`config.mk`:
```
export PLATFORM = sky130hd
export DESIGN_NAME = dtc_serdes
export DESIGN_NICKNAME = d
export VERILOG_FILES = /design/src/rtl/dtc_pkg.sv /design/src/rtl/dtc_serdes.sv
export SDC_FILE = /design/constraint.sdc
export NUM_CORES = 1
export LEC_CHECK = 0
export BUFFER_PORTS_ARGS = -buffer_cell sky130_fd_sc_hd__buf_2
export CAP_MARGIN = 20
export CORE_ASPECT_RATIO = 0.9
export CORE_UTILIZATION = 65
export CTS_CLUSTER_SIZE = 40
export DETAILED_ROUTE_END_ITERATION = 12
export GPL_TIMING_DRIVEN = 0
export PLACE_DENSITY = 0.91
export SKIP_CTS_REPAIR_TIMING = 1
export SYNTH_ARGS = -nofsm -noshare
export SYNTH_HDL_FRONTEND = slang
export SYNTH_SLANG_ARGS = --single-unit
```
`constraint.sdc`:
```
create_clock -name SYS_CLK -period 9.4 [get_ports SYS_CLK]
set_clock_uncertainty 0.15 [all_clocks]
set_input_delay 2.35 -clock SYS_CLK [delete_from_list [all_inputs] [get_ports SYS_CLK]]
set_output_delay 2.35 -clock SYS_CLK [all_outputs]
set_load 0.03 [all_outputs]
```
`src/rtl/dtc_pkg.sv`:
```
// package: register map, field positions, timing and state types of the tx serdes and correlator block
`default_nettype none
package dtc_pkg;
    // register offsets on the serial register port
    localparam logic [5:0] ADDR_CTRL      = 6'h03;
    localparam logic [5:0] ADDR_TX_IRQ_EN = 6'h0D;
    localparam logic [5:0] ADDR_TX_STAT   = 6'h0E;
    localparam logic [5:0] ADDR_TX_DATA   = 6'h0F;
    localparam logic [5:0] ADDR_TX_VALID  = 6'h10;
    localparam logic [5:0] ADDR_CODE_LO   = 6'h11;
    localparam logic [5:0] ADDR_CODE_HI   = 6'h18;
    localparam logic [5:0] ADDR_THR_ZERO  = 6'h19;
    localparam logic [5:0] ADDR_THR_ONE   = 6'h1A;
    localparam logic [5:0] ADDR_WAKE_EN   = 6'h1C;
    localparam logic [5:0] ADDR_WAKE_STAT = 6'h1D;

    // field positions
    localparam int CTRL_RX_EN_BIT = 7;
    localparam int CTRL_TX_EN_BIT = 6;
    localparam int ST_UNDERFLOW   = 3;
    localparam int ST_OVERFLOW    = 2;
    localparam int ST_DONE        = 1;
    localparam int ST_EMPTY       = 0;
    localparam int HDR_WRITE_BIT  = 7;
    localparam int HDR_INC_BIT    = 6;

    // values after reset
    localparam logic [63:0] CODE_RST      = 64'h1E8B_6A3D_E0E9_B222;
    localparam logic [6:0]  THR_ZERO_RST  = 7'h08;
    localparam logic [6:0]  THR_ONE_RST   = 7'h38;
    localparam logic        WAKE_STAT_RST = 1'b1;
    localparam logic        EMPTY_RST     = 1'b1;

    // timing: chip period is a whole number of clocks, ready delay rounds up
    localparam int CLK_PERIOD_PS     = 8000;
    localparam int CHIP_TIME_NS      = 1000;
    localparam int CHIP_CYCLES       = (CHIP_TIME_NS * 1000) / CLK_PERIOD_PS;
    localparam int WAKE_READY_US     = 10;
    localparam int WAKE_READY_CYCLES = (WAKE_READY_US * 1000000 + CLK_PERIOD_PS - 1) / CLK_PERIOD_PS;

    typedef enum logic [1:0] {
        CM_FULL64 = 2'b00,
        CM_LOW32  = 2'b01,
        CM_HIGH32 = 2'b10,
        CM_DUAL32 = 2'b11
    } dtc_chip_mode_t;

    typedef enum logic [1:0] {
        TX_IDLE = 2'b01,
        TX_SEND = 2'b10
    } dtc_tx_state_t;

    typedef enum logic [1:0] {
        SPI_HDR  = 2'b01,
        SPI_DATA = 2'b10
    } dtc_spi_state_t;

    typedef struct packed {
        logic           sck_s1, sck_s2, sck_s3, mosi_s1, mosi_s2, ss_s1, ss_s2;
        logic           pd_s1, pd_s2, pd_s3, rxc_s1, rxc_s2;
        dtc_spi_state_t spi_st;
        logic [2:0]     spi_bits;
        logic [7:0]     spi_in, spi_out;
        logic [5:0]     spi_addr;
        logic           spi_wr, spi_inc, miso, miso_oe, irq;
        logic           ctrl_rx, ctrl_tx;
        logic [3:0]     irq_en;
        logic           st_under, st_over, st_done, st_empty;
        logic [7:0]     hold_data, valid_reg;
        logic           hold_full;
        dtc_tx_state_t  tx_st;
        logic [7:0]     sh_data, sh_mask, tx_tmr, rx_tmr;
        logic [5:0]     tx_idx, rx_idx;
        logic           sent_any, tx_half, tx_chip, tx_active;
        logic [63:0]    code;
        logic [6:0]     thr_zero, thr_one, rx_match;
        logic           wake_en, wake_st, wake_wait;
        logic [11:0]    wake_cnt;
        logic           rx_half, rx_bit, rx_valid, rx_strobe;
    } dtc_state_t;
endpackage : dtc_pkg
`default_nettype wire

```
`src/rtl/dtc_serdes.sv`:
```
// transmit serdes, spreading code, correlator thresholds and wakeup logic behind a serial register port
//
// Behaviour
// - underflow flag bit 3 sets when next data bit is needed but none waits
// - underflow only after at least one bit of the transmission went out
// - overflow flag bit 2 sets on a data write while previous byte unsent
// - done flag bit 1 sets when a byte ends with nothing waiting, after a bit
// - reading transmit status clears underflow, overflow and done
// - writing transmit data clears the empty flag bit 0
// - empty sets again when the byte moves into the shifter
// - status flags set and readable regardless of interrupt enables
// - transmit status reads zero unless transmit mode is enabled
// - data bytes go out least significant bit first
// - valid mask bit 1 sends data, 0 sends preamble for that bit time
// - sending stops when no valid-marked bits remain in the shifter
// - eight-byte code register is the spreading sequence, with its reset value
// - one 64-chip code, or two 32-chip halves used singly or alternately
// - code chips leave in rising bit order: 0 to 63 in full mode, 0 to 31 or 32 to 63 per half
// - match count at or below low threshold decodes logic 0
// - match count at or above high threshold decodes logic 1
// - correlator counts chip matches; perfect 1 gives full chip count
// - wakeup interrupt only when wake enable bit 0 is set
// - wakeup event once power-down pin released and device ready
// - wake status bit 0 shows pending wakeup, cleared by reading it
// - each transmit status flag gated to interrupt by its enable bit
`default_nettype none
module dtc_serdes #(
    parameter int CHIP_CYC = dtc_pkg::CHIP_CYCLES,
    parameter int WAKE_CYC = dtc_pkg::WAKE_READY_CYCLES
) (
    // clock and reset
    input  wire logic       SYS_CLK,
    input  wire logic       RST_N,
    // serial register port, mode 0, msb first
    input  wire logic       SPI_SCK,
    input  wire logic       SPI_MOSI,
    input  wire logic       SPI_SS_N,
    output logic            SPI_MISO,
    output logic            SPI_MISO_OE,
    // device pins
    input  wire logic       POWER_DOWN_PIN_N,
    input  wire logic [1:0] CHIP_MODE,
    output logic            IRQ,
    // chip streams toward and from the radio
    output logic            TX_CHIP,
    output logic            TX_ACTIVE,
    input  wire logic       RX_CHIP,
    output logic            RX_BIT,
    output logic            RX_BIT_VALID,
    output logic            RX_BIT_STROBE
);
    if (CHIP_CYC < 2 || CHIP_CYC > 256) begin : g_bad_chip
        $error("CHIP_CYC must lie in 2..256");
    end
    if (WAKE_CYC < 1 || WAKE_CYC > 4095) begin : g_bad_wake
        $error("WAKE_CYC must lie in 1..4095");
    end

    localparam logic [7:0]  CHIP_LAST = 8'(CHIP_CYC - 1);
    localparam logic [11:0] WAKE_LAST = 12'(WAKE_CYC - 1);

    // chip of the active code slice for chip index i of the current bit
    function automatic logic code_chip(input logic [63:0] c, input logic [1:0] m,
                                       input logic h, input logic [5:0] i);
        logic [5:0] p;
        p = i;
        if (m == dtc_pkg::CM_HIGH32 || (m == dtc_pkg::CM_DUAL32 && h)) begin
            p = {1'b1, i[4:0]};
        end else if (m != dtc_pkg::CM_FULL64) begin
            p = {1'b0, i[4:0]};
        end
        return c[p];
    endfunction : code_chip

    function automatic logic last_chip(input logic [1:0] m, input logic [5:0] i);
        return (m == dtc_pkg::CM_FULL64) ? (i == 6'h3F) : (i[4:0] == 5'h1F);
    endfunction : last_chip

    dtc_pkg::dtc_state_t q, d;

    always_comb begin
        logic       sck_rise, sck_fall, byte_done, rd_load, wr_commit, pd_rise;
        logic       tx_tick, bit_end, byte_end, rx_tick, chip;
        logic [7:0] new_in, rd_val, nmask;
        logic [5:0] rd_addr;
        logic [6:0] cnt;
        logic [3:0] tx_view;
        sck_rise  = 1'b0;
        sck_fall  = 1'b0;
        byte_done = 1'b0;
        rd_load   = 1'b0;
        wr_commit = 1'b0;
        pd_rise   = 1'b0;
        tx_tick   = 1'b0;
        bit_end   = 1'b0;
        byte_end  = 1'b0;
        rx_tick   = 1'b0;
        chip      = 1'b0;
        new_in    = 8'h00;
        rd_val    = 8'h00;
        nmask     = 8'h00;
        rd_addr   = 6'h00;
        cnt       = 7'h00;
        tx_view   = 4'h0;
        d = q;

        // pin synchronisers; logic reads the second stage, and the third stage of sck and power-down for edge detection
        d.sck_s1  = SPI_SCK;
        d.sck_s2  = q.sck_s1;
        d.sck_s3  = q.sck_s2;
        d.mosi_s1 = SPI_MOSI;
        d.mosi_s2 = q.mosi_s1;
        d.ss_s1   = SPI_SS_N;
        d.ss_s2   = q.ss_s1;
        d.pd_s1   = POWER_DOWN_PIN_N;
        d.pd_s2   = q.pd_s1;
        d.pd_s3   = q.pd_s2;
        d.rxc_s1  = RX_CHIP;
        d.rxc_s2  = q.rxc_s1;

        // serial port framing
        sck_rise = q.sck_s2 & ~q.sck_s3 & ~q.ss_s2;
        sck_fall = ~q.sck_s2 & q.sck_s3 & ~q.ss_s2;
        new_in   = {q.spi_in[6:0], q.mosi_s2};
        if (q.ss_s2) begin
            d.spi_st   = dtc_pkg::SPI_HDR;
            d.spi_bits = 3'h0;
        end else if (sck_rise) begin
            d.spi_in   = new_in;
            d.spi_bits = q.spi_bits + 3'h1;
            byte_done  = (q.spi_bits == 3'h7);
        end else if (sck_fall && q.spi_bits != 3'h0) begin
            // no shift on the eighth falling edge: the next byte is already loaded
            d.spi_out = {q.spi_out[6:0], 1'b0};
        end
        if (byte_done) begin
            if (q.spi_st == dtc_pkg::SPI_HDR) begin
                d.spi_st   = dtc_pkg::SPI_DATA;
                d.spi_wr   = new_in[dtc_pkg::HDR_WRITE_BIT];
                d.spi_inc  = new_in[dtc_pkg::HDR_INC_BIT];
                d.spi_addr = new_in[5:0];
                rd_addr    = new_in[5:0];
                rd_load    = ~new_in[dtc_pkg::HDR_WRITE_BIT];
            end else begin
                wr_commit = q.spi_wr;
                if (q.spi_inc) begin
                    d.spi_addr = q.spi_addr + 6'h01;
                end
                rd_addr = d.spi_addr;
                rd_load = ~q.spi_wr;
            end
        end

        // read data; transmit status view is masked outside transmit mode
        tx_view = q.ctrl_tx ? {q.st_under, q.st_over, q.st_done, q.st_empty} : 4'h0;
        case (rd_addr)
            dtc_pkg::ADDR_CTRL:      rd_val = {q.ctrl_rx, q.ctrl_tx, 6'h00};
            dtc_pkg::ADDR_TX_IRQ_EN: rd_val = {4'h0, q.irq_en};
            dtc_pkg::ADDR_TX_STAT:   rd_val = {4'h0, tx_view};
            dtc_pkg::ADDR_TX_DATA:   rd_val = q.hold_data;
            dtc_pkg::ADDR_TX_VALID:  rd_val = q.valid_reg;
            dtc_pkg::ADDR_THR_ZERO:  rd_val = {1'b0, q.thr_zero};
            dtc_pkg::ADDR_THR_ONE:   rd_val = {1'b0, q.thr_one};
            dtc_pkg::ADDR_WAKE_EN:   rd_val = {7'h00, q.wake_en};
            dtc_pkg::ADDR_WAKE_STAT: rd_val = {7'h00, q.wake_st};
            default: begin
                if (rd_addr >= dtc_pkg::ADDR_CODE_LO && rd_addr <= dtc_pkg::ADDR_CODE_HI) begin
                    rd_val = q.code[8 * (3'(rd_addr - dtc_pkg::ADDR_CODE_LO)) +: 8];
                end else begin
                    rd_val = 8'h00;
                end
            end
        endcase
        if (rd_load) begin
            d.spi_out = rd_val;
            // only the header's load clears: a prefetch may never be shifted out; a same-cycle set still wins
            if (rd_addr == dtc_pkg::ADDR_TX_STAT && q.spi_st == dtc_pkg::SPI_HDR) begin
                d.st_under = 1'b0;
                d.st_over  = 1'b0;
                d.st_done  = 1'b0;
            end
            if (rd_addr == dtc_pkg::ADDR_WAKE_STAT && q.spi_st == dtc_pkg::SPI_HDR) begin
                d.wake_st = 1'b0;
            end
        end

        // transmit serializer
        chip    = code_chip(q.code, CHIP_MODE, q.tx_half, q.tx_idx);
        tx_tick = (q.tx_tmr == CHIP_LAST);
        nmask   = {1'b0, q.sh_mask[7:1]};
        case (q.tx_st)
            dtc_pkg::TX_IDLE: begin
                d.tx_active = 1'b0;
                d.tx_chip   = 1'b0;
                d.sent_any  = 1'b0;
                if (q.ctrl_tx && q.hold_full) begin
                    d.sh_data   = q.hold_data;
                    d.sh_mask   = q.valid_reg;
                    d.hold_full = 1'b0;
                    d.st_empty  = 1'b1;
                    d.tx_st     = dtc_pkg::TX_SEND;
                    d.tx_tmr    = 8'h00;
                    d.tx_idx    = 6'h00;
                    d.tx_half   = 1'b0;
                end
            end
            dtc_pkg::TX_SEND: begin
                d.tx_active = 1'b1;
                // data bit, or the inverted code for a 0; preamble is the plain code
                d.tx_chip = q.sh_mask[0] ? (chip ^ ~q.sh_data[0]) : chip;
                d.tx_tmr  = tx_tick ? 8'h00 : q.tx_tmr + 8'h01;
                if (q.sh_mask == 8'h00) begin
                    byte_end = 1'b1;
                end else if (tx_tick) begin
                    d.tx_idx = q.tx_idx + 6'h01;
                    if (last_chip(CHIP_MODE, q.tx_idx)) begin
                        bit_end   = 1'b1;
                        d.tx_idx  = 6'h00;
                        d.tx_half = ~q.tx_half;
                        d.sh_data = {1'b0, q.sh_data[7:1]};
                        d.sh_mask = nmask;
                        d.sent_any = 1'b1;
                        byte_end  = (nmask == 8'h00);
                    end
                end
                if (!q.ctrl_tx) begin
                    d.tx_st = dtc_pkg::TX_IDLE;
                end else if (byte_end) begin
                    if (q.hold_full) begin
                        d.sh_data   = q.hold_data;
                        d.sh_mask   = q.valid_reg;
                        d.hold_full = 1'b0;
                        d.st_empty  = 1'b1;
                        d.tx_tmr    = 8'h00;
                        d.tx_idx    = 6'h00;
                    end else begin
                        d.tx_st = dtc_pkg::TX_IDLE;
                        if (q.sent_any || bit_end) begin
                            d.st_done  = 1'b1;
                            d.st_under = 1'b1;
                        end
                    end
                end
            end
            default: d.tx_st = dtc_pkg::TX_IDLE;
        endcase

        // register writes come after the shifter load so a same-cycle load is seen
        if (wr_commit) begin
            case (q.spi_addr)
                dtc_pkg::ADDR_CTRL: begin
                    d.ctrl_rx = new_in[dtc_pkg::CTRL_RX_EN_BIT];
                    d.ctrl_tx = new_in[dtc_pkg::CTRL_TX_EN_BIT];
                end
                dtc_pkg::ADDR_TX_IRQ_EN: d.irq_en = new_in[3:0];
                dtc_pkg::ADDR_TX_DATA: begin
                    d.hold_data = new_in;
                    if (d.hold_full) begin
                        d.st_over = 1'b1;
                    end
                    d.hold_full = 1'b1;
                    d.st_empty  = 1'b0;
                end
                dtc_pkg::ADDR_TX_VALID: d.valid_reg = new_in;
                dtc_pkg::ADDR_THR_ZERO: d.thr_zero  = new_in[6:0];
                dtc_pkg::ADDR_THR_ONE:  d.thr_one   = new_in[6:0];
                dtc_pkg::ADDR_WAKE_EN:  d.wake_en   = new_in[0];
                default: begin
                    if (q.spi_addr >= dtc_pkg::ADDR_CODE_LO && q.spi_addr <= dtc_pkg::ADDR_CODE_HI) begin
                        d.code[8 * (3'(q.spi_addr - dtc_pkg::ADDR_CODE_LO)) +: 8] = new_in;
                    end
                end
            endcase
        end

        // correlator: one sample per chip, aligned to receive enable
        d.rx_strobe = 1'b0;
        rx_tick = (q.rx_tmr == CHIP_LAST);
        if (!q.ctrl_rx) begin
            d.rx_tmr   = 8'h00;
            d.rx_idx   = 6'h00;
            d.rx_match = 7'h00;
            d.rx_half  = 1'b0;
        end else begin
            d.rx_tmr = rx_tick ? 8'h00 : q.rx_tmr + 8'h01;
            if (rx_tick) begin
                cnt = q.rx_match + {6'h00, q.rxc_s2 == code_chip(q.code, CHIP_MODE, q.rx_half, q.rx_idx)};
                d.rx_match = cnt;
                d.rx_idx   = q.rx_idx + 6'h01;
                if (last_chip(CHIP_MODE, q.rx_idx)) begin
                    d.rx_idx    = 6'h00;
                    d.rx_match  = 7'h00;
                    d.rx_half   = ~q.rx_half;
                    d.rx_strobe = 1'b1;
                    if (cnt <= q.thr_zero) begin
                        d.rx_bit   = 1'b0;
                        d.rx_valid = 1'b1;
                    end else if (cnt >= q.thr_one) begin
                        d.rx_bit   = 1'b1;
                        d.rx_valid = 1'b1;
                    end else begin
                        d.rx_bit   = 1'b0;
                        d.rx_valid = 1'b0;
                    end
                end
            end
        end

        // wakeup: ready delay after the power-down pin is released
        pd_rise = q.pd_s2 & ~q.pd_s3;
        if (!q.pd_s2) begin
            d.wake_wait = 1'b0;
        end else if (pd_rise) begin
            d.wake_wait = 1'b1;
            d.wake_cnt  = 12'h000;
        end else if (q.wake_wait) begin
            d.wake_cnt = q.wake_cnt + 12'h001;
            if (q.wake_cnt == WAKE_LAST) begin
                d.wake_wait = 1'b0;
                d.wake_st   = 1'b1;
            end
        end

        // serial output pins and the single interrupt output
        d.miso    = d.spi_out[7];
        d.miso_oe = ~q.ss_s2;
        d.irq     = (|(q.irq_en & tx_view)) | (q.wake_en & q.wake_st);
    end

    always_ff @(posedge SYS_CLK or negedge RST_N) begin
        if (!RST_N) begin
            q          <= '0;
            q.sck_s1   <= 1'b0;
            q.ss_s1    <= 1'b1;
            q.ss_s2    <= 1'b1;
            q.spi_st   <= dtc_pkg::SPI_HDR;
            q.tx_st    <= dtc_pkg::TX_IDLE;
            q.st_empty <= dtc_pkg::EMPTY_RST;
            q.code     <= dtc_pkg::CODE_RST;
            q.thr_zero <= dtc_pkg::THR_ZERO_RST;
            q.thr_one  <= dtc_pkg::THR_ONE_RST;
            q.wake_st  <= dtc_pkg::WAKE_STAT_RST;
        end else begin
            q <= d;
        end
    end

    assign SPI_MISO      = q.miso;
    assign SPI_MISO_OE   = q.miso_oe;
    assign IRQ           = q.irq;
    assign TX_CHIP       = q.tx_chip;
    assign TX_ACTIVE     = q.tx_active;
    assign RX_BIT        = q.rx_bit;
    assign RX_BIT_VALID  = q.rx_valid;
    assign RX_BIT_STROBE = q.rx_strobe;
endmodule : dtc_serdes
`default_nettype wire

```
==> qor.yml <==
synth-main-ff-cell: "dfrtp_1"
area_growth_pct: 9.66
cts_tree: "yes"
cts_sinks: 223
io_buffers: 16
die_area_mm2: 0.0200
sw_frac_of_total_pct: 24.3
ys_seq_area_share_pct: 44.5
synth_cells: 1111
grt_pass1_vias: 9554
fin_area_mm2: 0.0139
path_cells: "clkbuf_1 -> clkbuf_1 -> mux4_2 -> mux4_2 -> mux2i_1 -> mux2i_1 -> xnor2_1 -> ha_1 -> ha_1 -> nand2_1 -> nor2_1 -> xor2_1 -> ha_1 -> nand3_1 -> nor2_1 -> a2111oi_0 -> a22o_1"
relSlewSlack_pct: 28.2
synth_edf_count: 0
yosys_warnings: 0
rows: 48
die_x_um: 149
final_hold_viol_count: 0
stdcell_count: 1419
crit_family: "multiplexers"
clockBufferDepth: 3
drt_drc_violations_left: 0
grt-ovfl-total: 0
drtAntennaViolNets: 0
num_vias: 9628
wl_per_cell_um: 22.9
cpMostUsedCell: "ha_1"
clkTransAtPathRegs_ns: 0.06
p_int_mw: 1.61
antenna_found_initial: 0
clock_latency_ns: 0.52
crit_slowest_cell: "clkbuf_1"
power_mw: 2.13
ys_ff_latch: 223
synth_cell_types: 76
placed_cells: 1378
die_h_um: 134
endpoint_kind: "flop"
core_area_mm2: 0.0191
drv_cap: 0
hold_class: "reg -> reg"
outcome: "finished clean"
start_util_pct: 66.3
layout-drive-gt1-share_pct: 24.1
fin_setup_tns_ns: 0
power_density_mw_per_mm2: 153
setup_viol: 0
crit_path_start_kind: "flop"
dp_hpwl_mm: 22.7
fillers: 1214
first_iter_violations: 1043
grt_start_max_net_pins: 113
fin_util_pct: 72.7
p_leak_nw: 6.24
crit_type: "reg -> reg"
placement.cell_area_mm2: 0.0131
viasPerCell: 6.79
power_frac_seq_pct: 46.9
gp_congestion: 0.925
nets: 1207
p_switching_mw: 0.517
tightest_slew_ns: 1.07
final_common_cell: "dfrtp_1"
synth_nets: 1165
p_clk_share_pct: 45.8
totalWireLength_mm: 32.5
crit_buf_inv: 2
firstDrtPassIters: 6
io_pins: 17
slowest_delay_ns: 0.60
syn_area_mm2: 0.0127
grt_use_total_pct: 33.5
grt_pass1_wl_mm: 51.4
fin_crit_ns: 5.45
synthArstFlopShare_pct: 100
power_frac_comb_pct: 7.3
cp.arrival_ns: 5.75
slew_violations: 0
antennaDiodeCount: 0
cts_htree_levels: 1
syn_avg_cell_area_um2: 11.4
most-common-layout-cells: "dfrtp_1 (182), mux2_2 (108), nand2_1 (90), nor2_1 (73), mux4_2 (48)"
finalCritPeriodShare_pct: 58.0
cts_buffers: 23
worstPathRequired_ns: 9.70
clock.fmax_mhz: 183
rsz0062_at_grt: "no"
crit_fanout: 10
irDropWorstVdd_v: 0.000161
cts_root_buffer: "clkbuf_16"
worst paths after layout:
path	start	to	slack (ns)	depth (start not counted)
worst max-delay path	q[109]	RX_BIT	3.95	17
worst min-delay path	d[216]	d[215]	0.20	0
worst max register to register	q[109]	RX_BIT	3.95	17
worst min register to register	d[216]	d[215]	0.20	0
max in group asynchronous	RST_N	q[29]	6.31	2
min in group asynchronous	RST_N	q[114]	1.74	1
registers in the layout (all words and copies together), names as in the netlist:
register,count
RX_BIT_VALID,1
SPI_MISO_OE,1
IRQ,1
q,209
RX_BIT_STROBE,1
TX_ACTIVE,1
d,7
RX_BIT,1
TX_CHIP,1
cell usage after synthesis (all sizes together) (8+ instances only):
library cell  count  area share [%]
dfrtp           182              36
mux2            119              11
nand2            90             2.7
nor2             73             2.2
mux4             52             9.4
ha               45             4.4
dfstp            41             8.5
inv              39             1.2
o21ai            39             1.5
a21oi            35             1.4
and2             34             1.7
clkbuf           34             1.0
nand3            30             1.2
nand4            24             1.2
nor3             23            0.91
xor2             22             1.5
buf              19            0.95
a22o             17             1.2
nand2b           17            0.84
and3             15            0.74
nor2b            15            0.74
xnor2            14             1.0
o31ai            12            0.79
a211oi            8            0.55
mux2i             8            0.63
o21a              8            0.47
o221a             8            0.71
per-layer routing:
metal	routed length (um)	vias to the layer above	share of wire, %	GRT usage, %
li1	-	4201	-	-
met1	12700	4716	39	44.2
met2	15000	597	46	52.6
met3	3510	114	11	8.98
met4	1310	0	4.0	13.5
met5	0	-	0	0
cell families (layout without fill, tap and decap cells):
| kind of cell | count (synthesis) | count (layout) | synth area share (%) |
|---|---|---|---|
| and+or+nand+nor | 348 | 348 | 13.9 |
| adders and majority gates | 45 | 45 | 4.45 |
| xor gates and xnor gates | 36 | 36 | 2.55 |
| DFF | 223 | 223 | 44.5 |
| AOI/OAI and AO/OA | 188 | 188 | 10.8 |
| buffers and inverters | 92 | 150 | 3.11 |
| muxes | 179 | 179 | 20.6 |
final cells by class:
type	count	area [um2]	area share (%)
plain buffers	53	248	1.79
clock buffers	34	657	4.73
clock inverters	7	135	0.974
inverters	39	146	1.06
multi-input cells	796	6630	47.8
flip-flops and latches	223	5630	40.6
well taps	250	313	2.25
repair buffers	17	118	0.848
through the flow:
step / setup WS (ns) / hold slack (ns)
after floorplan: 4.43 / 0.181
after global placement: 2.10 / 0.182
after detailed placement: 3.69 / 0.185
after CTS: 4.05 / 0.198
after global routing: 3.84 / 0.202
final: 3.95 / 0.197
power groups by stage:
| stage | sequential [mW] | clock (mW) | combinational (mW) |
|---|---|---|---|
| global route | 0.999 | 1.01 | 0.167 |
| CTS | 0.997 | 0.976 | 0.151 |
| global placement | 1.01 | 0 | 0.143 |
| floorplan | 1.01 | 0 | 0.0765 |
| finish | 0.997 | 0.974 | 0.155 |
| detailed placement | 1.01 | 0 | 0.150 |
Note: power is estimated with default switching activity, not from simulation.
